--- config.mk ---
export PLATFORM = sky130hd
export DESIGN_NAME = msif_flags
export DESIGN_NICKNAME = d
export VERILOG_FILES = /design/src/logic/msif_pkg.sv /design/src/logic/msif_flags.sv
export SDC_FILE = /design/constraint.sdc
export NUM_CORES = 1
export LEC_CHECK = 0
export BUFFER_PORTS_ARGS = -buffer_cell sky130_fd_sc_hd__buf_2
export CORE_ASPECT_RATIO = 2
export CORE_MARGIN = 5
export CORE_UTILIZATION = 35
export CTS_CLUSTER_SIZE = 25
export DETAILED_ROUTE_END_ITERATION = 6
export HOLD_SLACK_MARGIN = 0.06
export PLACE_DENSITY = 0.81
export RECOVER_POWER = 50
export SETUP_SLACK_MARGIN = 0.3
export SLEW_MARGIN = 25
export SYNTH_ARGS = -nofsm -noshare
export SYNTH_HDL_FRONTEND = slang
export SYNTH_SLANG_ARGS = --single-unit
--- constraint.sdc ---
create_clock -name core_clk -period 0.85 [get_ports core_clk]
set_input_delay 0 -clock core_clk [delete_from_list [all_inputs] [get_ports core_clk]]
set_output_delay 0 -clock core_clk [all_outputs]
set_load 0.02 [all_outputs]
--- src/logic/msif_pkg.sv ---
// constants and field layout of the motion status and interrupt flag block
// Notes on behaviour
// live flag byte read-only, resets to zero
// incline flag gated by incline feature enable
// overturn flag gated by incline feature enable
// movement flag gated by any-motion enable
// jolt flag gated by shake enable
// incline-35 flag gated by tilt-35 enable
// host should poll pending flags, not live
// queue-any flag is OR of fifo indications
// sample-ready only when active; read clears it
// sample-ready sets on each new sample written
// host reads status at output data rate
// pending bit needs its interrupt enable set
// default write clears all pending bits
// per-source select: write clears masked bits only
// pending byte resets zero, same bit layout
// fifo empty, full, level reached indications
// motion pending bits latch until cleared
// sample and queue pending bits set rules
package msif_pkg;
   localparam logic [7:0] MSIF_LIVE_ADDR = 8'h13;
   localparam logic [7:0] MSIF_PEND_ADDR = 8'h14;
   localparam logic [7:0] MSIF_RESET_VAL = 8'h00;
   localparam int MSIF_B_INCL   = 0;
   localparam int MSIF_B_OVER   = 1;
   localparam int MSIF_B_MOVE   = 2;
   localparam int MSIF_B_JOLT   = 3;
   localparam int MSIF_B_INC35  = 4;
   localparam int MSIF_B_QUEUE  = 5;
   localparam int MSIF_B_RESV   = 6;
   localparam int MSIF_B_SAMPLE = 7;
   // motion control enable bits (overturn shares incline enable)
   localparam int MSIF_MC_INCL  = 0;
   localparam int MSIF_MC_MOVE  = 2;
   localparam int MSIF_MC_JOLT  = 3;
   localparam int MSIF_MC_INC35 = 4;
   // fifo status / fifo interrupt enable bits
   localparam int MSIF_Q_EMPTY  = 0;
   localparam int MSIF_Q_FULL   = 1;
   localparam int MSIF_Q_LEVEL  = 2;
endpackage

--- src/logic/msif_flags.sv ---
// live event flags and latched pending interrupt flags
`timescale 1ns/1ns
module msif_flags
   import msif_pkg::*;
(
   input  wire logic       core_clk,
   input  wire logic       reset_n,
   input  wire logic [7:0] motion_ctrl,
   input  wire logic [7:0] irq_enable,
   input  wire logic [2:0] queue_irq_enable,
   input  wire logic       per_source_clear_select,
   input  wire logic       active_sampling,
   input  wire logic       sample_written,
   input  wire logic       incline_det,
   input  wire logic       overturn_det,
   input  wire logic       movement_det,
   input  wire logic       jolt_det,
   input  wire logic       incline35_det,
   input  wire logic       queue_empty,
   input  wire logic       queue_full,
   input  wire logic       queue_level_reached,
   input  wire logic [7:0] reg_addr,
   input  wire logic       reg_rd,
   input  wire logic       reg_wr,
   input  wire logic [7:0] reg_wdata,
   output logic      [7:0] reg_rdata,
   output logic      [7:0] live_event_flags,
   output logic      [7:0] pending_interrupt_flags
);
   // ----------------------------------------------------------------
   // reset release
   // ----------------------------------------------------------------
   logic rst_meta_r;
   logic rst_sync_r;
   always_ff @(posedge core_clk or negedge reset_n)
   begin
      if (!reset_n)
      begin
         rst_meta_r <= 1'b0;
         rst_sync_r <= 1'b0;
      end
      else
      begin
         rst_meta_r <= 1'b1;
         rst_sync_r <= rst_meta_r;
      end
   end

   // ----------------------------------------------------------------
   // live flags
   // ----------------------------------------------------------------
   logic       sample_ready_r;
   logic [7:0] live_nxt;
   logic [2:0] queue_vec;
   logic       read_live;
   logic       write_pend;

   assign queue_vec  = {queue_level_reached, queue_full, queue_empty};
   // one decode shared by the read path and the flag logic
   function automatic logic addr_hit(input logic       strobe,
                                     input logic [7:0] addr,
                                     input logic [7:0] target);
      return strobe && (addr == target);
   endfunction

   assign read_live  = addr_hit(reg_rd, reg_addr, MSIF_LIVE_ADDR);
   assign write_pend = addr_hit(reg_wr, reg_addr, MSIF_PEND_ADDR);

   always_comb
   begin
      live_nxt                = MSIF_RESET_VAL;
      live_nxt[MSIF_B_INCL]   = motion_ctrl[MSIF_MC_INCL] & incline_det;
      live_nxt[MSIF_B_OVER]   = motion_ctrl[MSIF_MC_INCL] & overturn_det;
      live_nxt[MSIF_B_MOVE]   = motion_ctrl[MSIF_MC_MOVE] & movement_det;
      live_nxt[MSIF_B_JOLT]   = motion_ctrl[MSIF_MC_JOLT] & jolt_det;
      live_nxt[MSIF_B_INC35]  = motion_ctrl[MSIF_MC_INC35] & incline35_det;
      live_nxt[MSIF_B_QUEUE]  = |queue_vec;
      live_nxt[MSIF_B_SAMPLE] = sample_ready_r;
   end

   // new sample wins over a read in the same cycle
   always_ff @(posedge core_clk or negedge rst_sync_r)
   begin
      if (!rst_sync_r)
         sample_ready_r <= 1'b0;
      else if (active_sampling && sample_written)
         sample_ready_r <= 1'b1;
      else if (read_live)
         sample_ready_r <= 1'b0;
   end

   always_ff @(posedge core_clk or negedge rst_sync_r)
   begin
      if (!rst_sync_r)
         live_event_flags <= MSIF_RESET_VAL;
      else
         live_event_flags <= live_nxt;
   end

   // ----------------------------------------------------------------
   // pending interrupt flags
   // ----------------------------------------------------------------
   logic [7:0] set_vec;
   logic [7:0] clr_vec;
   logic       move_on;

   // jolt and incline-35 also need any-motion running
   assign move_on = motion_ctrl[MSIF_MC_MOVE];

   always_comb
   begin
      set_vec                = MSIF_RESET_VAL;
      set_vec[MSIF_B_INCL]   = irq_enable[MSIF_B_INCL] & live_nxt[MSIF_B_INCL];
      set_vec[MSIF_B_OVER]   = irq_enable[MSIF_B_OVER] & live_nxt[MSIF_B_OVER];
      set_vec[MSIF_B_MOVE]   = irq_enable[MSIF_B_MOVE] & live_nxt[MSIF_B_MOVE];
      set_vec[MSIF_B_JOLT]   = irq_enable[MSIF_B_JOLT] & move_on
                               & live_nxt[MSIF_B_JOLT];
      set_vec[MSIF_B_INC35]  = irq_enable[MSIF_B_INC35] & move_on
                               & live_nxt[MSIF_B_INC35];
      set_vec[MSIF_B_QUEUE]  = |(queue_irq_enable & queue_vec);
      set_vec[MSIF_B_SAMPLE] = irq_enable[MSIF_B_SAMPLE] & active_sampling
                               & sample_written;
      set_vec[MSIF_B_RESV]   = 1'b0;
   end

   always_comb
   begin
      clr_vec = MSIF_RESET_VAL;
      if (write_pend)
      begin
         if (per_source_clear_select)
            clr_vec = reg_wdata;
         else
            clr_vec = 8'hFF;
      end
   end

   // set wins over clear so no event is lost
   always_ff @(posedge core_clk or negedge rst_sync_r)
   begin
      if (!rst_sync_r)
         pending_interrupt_flags <= MSIF_RESET_VAL;
      else
         pending_interrupt_flags <= (pending_interrupt_flags & ~clr_vec) | set_vec;
   end

   // ----------------------------------------------------------------
   // read data
   // ----------------------------------------------------------------
   always_ff @(posedge core_clk or negedge rst_sync_r)
   begin
      if (!rst_sync_r)
         reg_rdata <= MSIF_RESET_VAL;
      else if (read_live)
         reg_rdata <= live_event_flags;
      else if (addr_hit(reg_rd, reg_addr, MSIF_PEND_ADDR))
         reg_rdata <= pending_interrupt_flags;
      else if (reg_rd)
         reg_rdata <= MSIF_RESET_VAL;
   end
endmodule

==> results.toml <==
[run_status]
status = "complete, but fails checks"
violations = "negative hold slack, negative setup slack"

[timing]
slew_violations = 0
skew_ns = 0.0128
setup_ws_ns = -0.165
max_freq_ghz = 0.985
finalCritPeriodShare = 1.19
whs_ns = -0.0863
fin_crit_ns = 1.02
hold_viol_final = 13
rsz0062_at_grt = "yes"
finalSetupViolCount = 16

[cts]
ctsLongestPathBuffers = 2
cts_tree = "built"
clockRootBuffer = "clkbuf_8"
cts_buffers = 3
path_clk_slew_ns = 0.10
cts.sinks = 26
h-tree-depth = 1
ctsHoldBuffers = 1
insertion_delay_ns = 0.28

[layout]
area_growth_pct = 71.7
final_cell_mix = "41 x buf_2, 27 x buf_6, 19 x dfrtp_1"
fin_util = 0.620
diodes = 0
drive_above_1_share = 0.600
final_common_cell = "buf_2"
fin_nets = 241
final_area_um2 = 1960

[yosys]
synthAdderAreaFrac = 0
yosys_warnings = 0
synthMuxAreaShare = 0
synth_top_family_by_area = "compound AO/OA/AOI/OAI gates"
synth_cell_types = 29
synth_seq_area_share = 0.571
synth-edff-count = 0
syn_area_per_cell_um2 = 11.3
yosysTopAreaCell = "dfrtp_1"
netlist_area_um2 = 1140
synthXorXnorAreaFrac = 0
yosysTopAreaCellShare = 0.571
synthSimpleGateAreaFrac = 0.162
synth_compound_area_frac = 0.190
ys_seq_elements = 26
synthArstFlopShare = 1.00
synthTopCellsByArea = "dfrtp_1 57%, o221ai_2 5.3%, a22oi_1 4.6%, inv_1 4.6%, o22ai_1 3.8%"
syn_inst = 101
synth_nets = 151
ys.flop_type = "dfrtp_1"

[min_path]
hp-class = "in2reg"

[floorplanning]
die_area_um2 = 4570
die_w_um = 50.4
die_h_um = 90.7
core.rowCount = 29
ios = 74
fp.coreArea_um2 = 3160
start_util = 0.361

[placement]
dp_hpwl_mm = 2.72
io_buffer_count = 66
placed_area_um2 = 1590
place_congestion = 0.765

[drt]
dr.pass1.iters = 4
dr_wl_met3_um = 161
antenna_left = 0
drc = 0
initialDrtViolationCount = 14
highest_layer = "met4"
m1WireLength_mm = 1.10
wl_per_cell_um = 15.6
dr_wl_met2_mm = 2.02
vias_per_cell = 5.15
drt_wl_total_mm = 3.45
via_count = 1139

[critical_path]
startpoint_type = "input port"
critPathBufInv = 2
worst-setup-path-type = "in2reg"
crit_fanout = 8
path_cells = "buf_6 -> or4b_4 -> and4bb_1 -> buf_6 -> o221ai_2"
cp_common_cell = "buf_6"
critPathCapture = "pending_interrupt_flags[5]$_DFF_PN0_"
critical-path-top-delay-family = "simple AND/OR/NAND/NOR gates"
worst-path-stages = 5
cp_data_required_time_ns = 0.99
reg2regPathDepth = 3
regToRegSetupSlack_ns = -0.12
max_stage_delay_ns = 0.53
r2r-start = "pending_interrupt_flags[7]$_DFF_PN0_"
setup.worst_path.end_class = "flop"
rr_endpoint = "pending_interrupt_flags[7]$_DFF_PN0_"
cp-startpoint = "reg_addr[3]"
arrival_ns = 1.15
critPathSlowestCell = "or4b_4"

[global_route]
grt_pass1_wl_mm = 5.56
grt_pass1_vias = 1242
grt_max_degree = 16
antenna_found_initial = 0
gr-usage-all-layers = 0.155
overflow = 0

[power]
p_leak_nw = 0.954
power_density_nw_per_um2 = 1360
ir_drop_uv = 1190

[job]
timing.max_cap.violations = 0
==> power by group <==
part           switching (mW)  total (mW)  internal [mW]
Clock                   0.395        1.03          0.630
Sequential             0.0202        1.28           1.26
Combinational           0.168       0.361          0.192
==> kinds of logic (layout without fill, tap and decap cells) <==
group / Yosys count / after routing
AO/OA/AOI/OAI: 26 / 26
buffers and inverters: 18 / 107
flip-flops: 26 / 26
other: 2 / 2
AND/OR/NAND/NOR: 29 / 29
==> final cells by class <==
class	instances	area [µm²]
flip-flops and latches	26	659
repair buffers	89	656
well taps	31	38.8
inverters	14	52.6
multi-input cells	57	479
fillers	263	1200
clock buffers	3	41.3
clock inverters	1	30.0
==> what timing repair did <==
| item | 4_1_cts | 5_1_grt |
|---|---|---|
| pin swaps | 7 | 5 |
| hold endpoints to repair | 18 | 18 |
| setup buffers | 7 | 5 |
| setup endpoints to repair | 40 | 57 |
| gates resized for setup | 54 | 8 |
==> worst min path at each step <==
| stage | depth (start not counted) | endpoint | startpoint |
|---|---|---|---|
| finish | 2 | pending_interrupt_flags[1]$_DFF_PN0_ | reg_wdata[1] |
| global route | 2 | pending_interrupt_flags[1]$_DFF_PN0_ | reg_wdata[1] |
| CTS | 2 | pending_interrupt_flags[1]$_DFF_PN0_ | reg_wdata[1] |
| detailed placement | 1 | rst_meta_r$_DFF_PN0_ | reset_n |
| global placement | 1 | rst_meta_r$_DFF_PN0_ | reset_n |
| floorplan | 0 | rst_meta_r$_DFF_PN0_ | reset_n |
==> cells in the mapped netlist (2+ instances only) <==
master / count
nand2b_1: 2
nand2_1: 8
and2_1: 5
o211ai_1: 2
a22oi_1: 7
and3b_1: 2
dfrtp_1: 26
inv_1: 14
o22ai_1: 7
o221ai_2: 4
nand3_1: 4
conb_1: 2
nand3b_1: 2
==> layer usage <==
layer | vias up | global-route usage
met2 | 43 | 0.288
met5 | - | 0
met1 | 547 | 0.157
li1 | 536 | -
met3 | 13 | 0.0215
met4 | 0 | 0.0810
==> registers in the layout, indices dropped and copies added, names as in the netlist <==
name / count
sample_ready_r: 1
live_event_flags: 7
rst_sync_r: 1
rst_meta_r: 1
pending_interrupt_flags: 8
reg_rdata: 8
==> through the flow <==
step                setup TNS, ns  hold WS [ns]  instances  setup WS, ns  power (mW)
floorplan                   -2.16        -0.296        101        -0.283        1.43
global placement            -4.85        -0.213        204        -0.457        1.60
detailed placement          -5.25        -0.213        204        -0.479        1.61
CTS                         -1.33       -0.0844        216        -0.165        2.67
global route                -1.68       -0.0823        221        -0.173        2.76
finish                      -1.34       -0.0863        221        -0.165        2.67
Note: power is estimated with default switching activity, not from simulation.
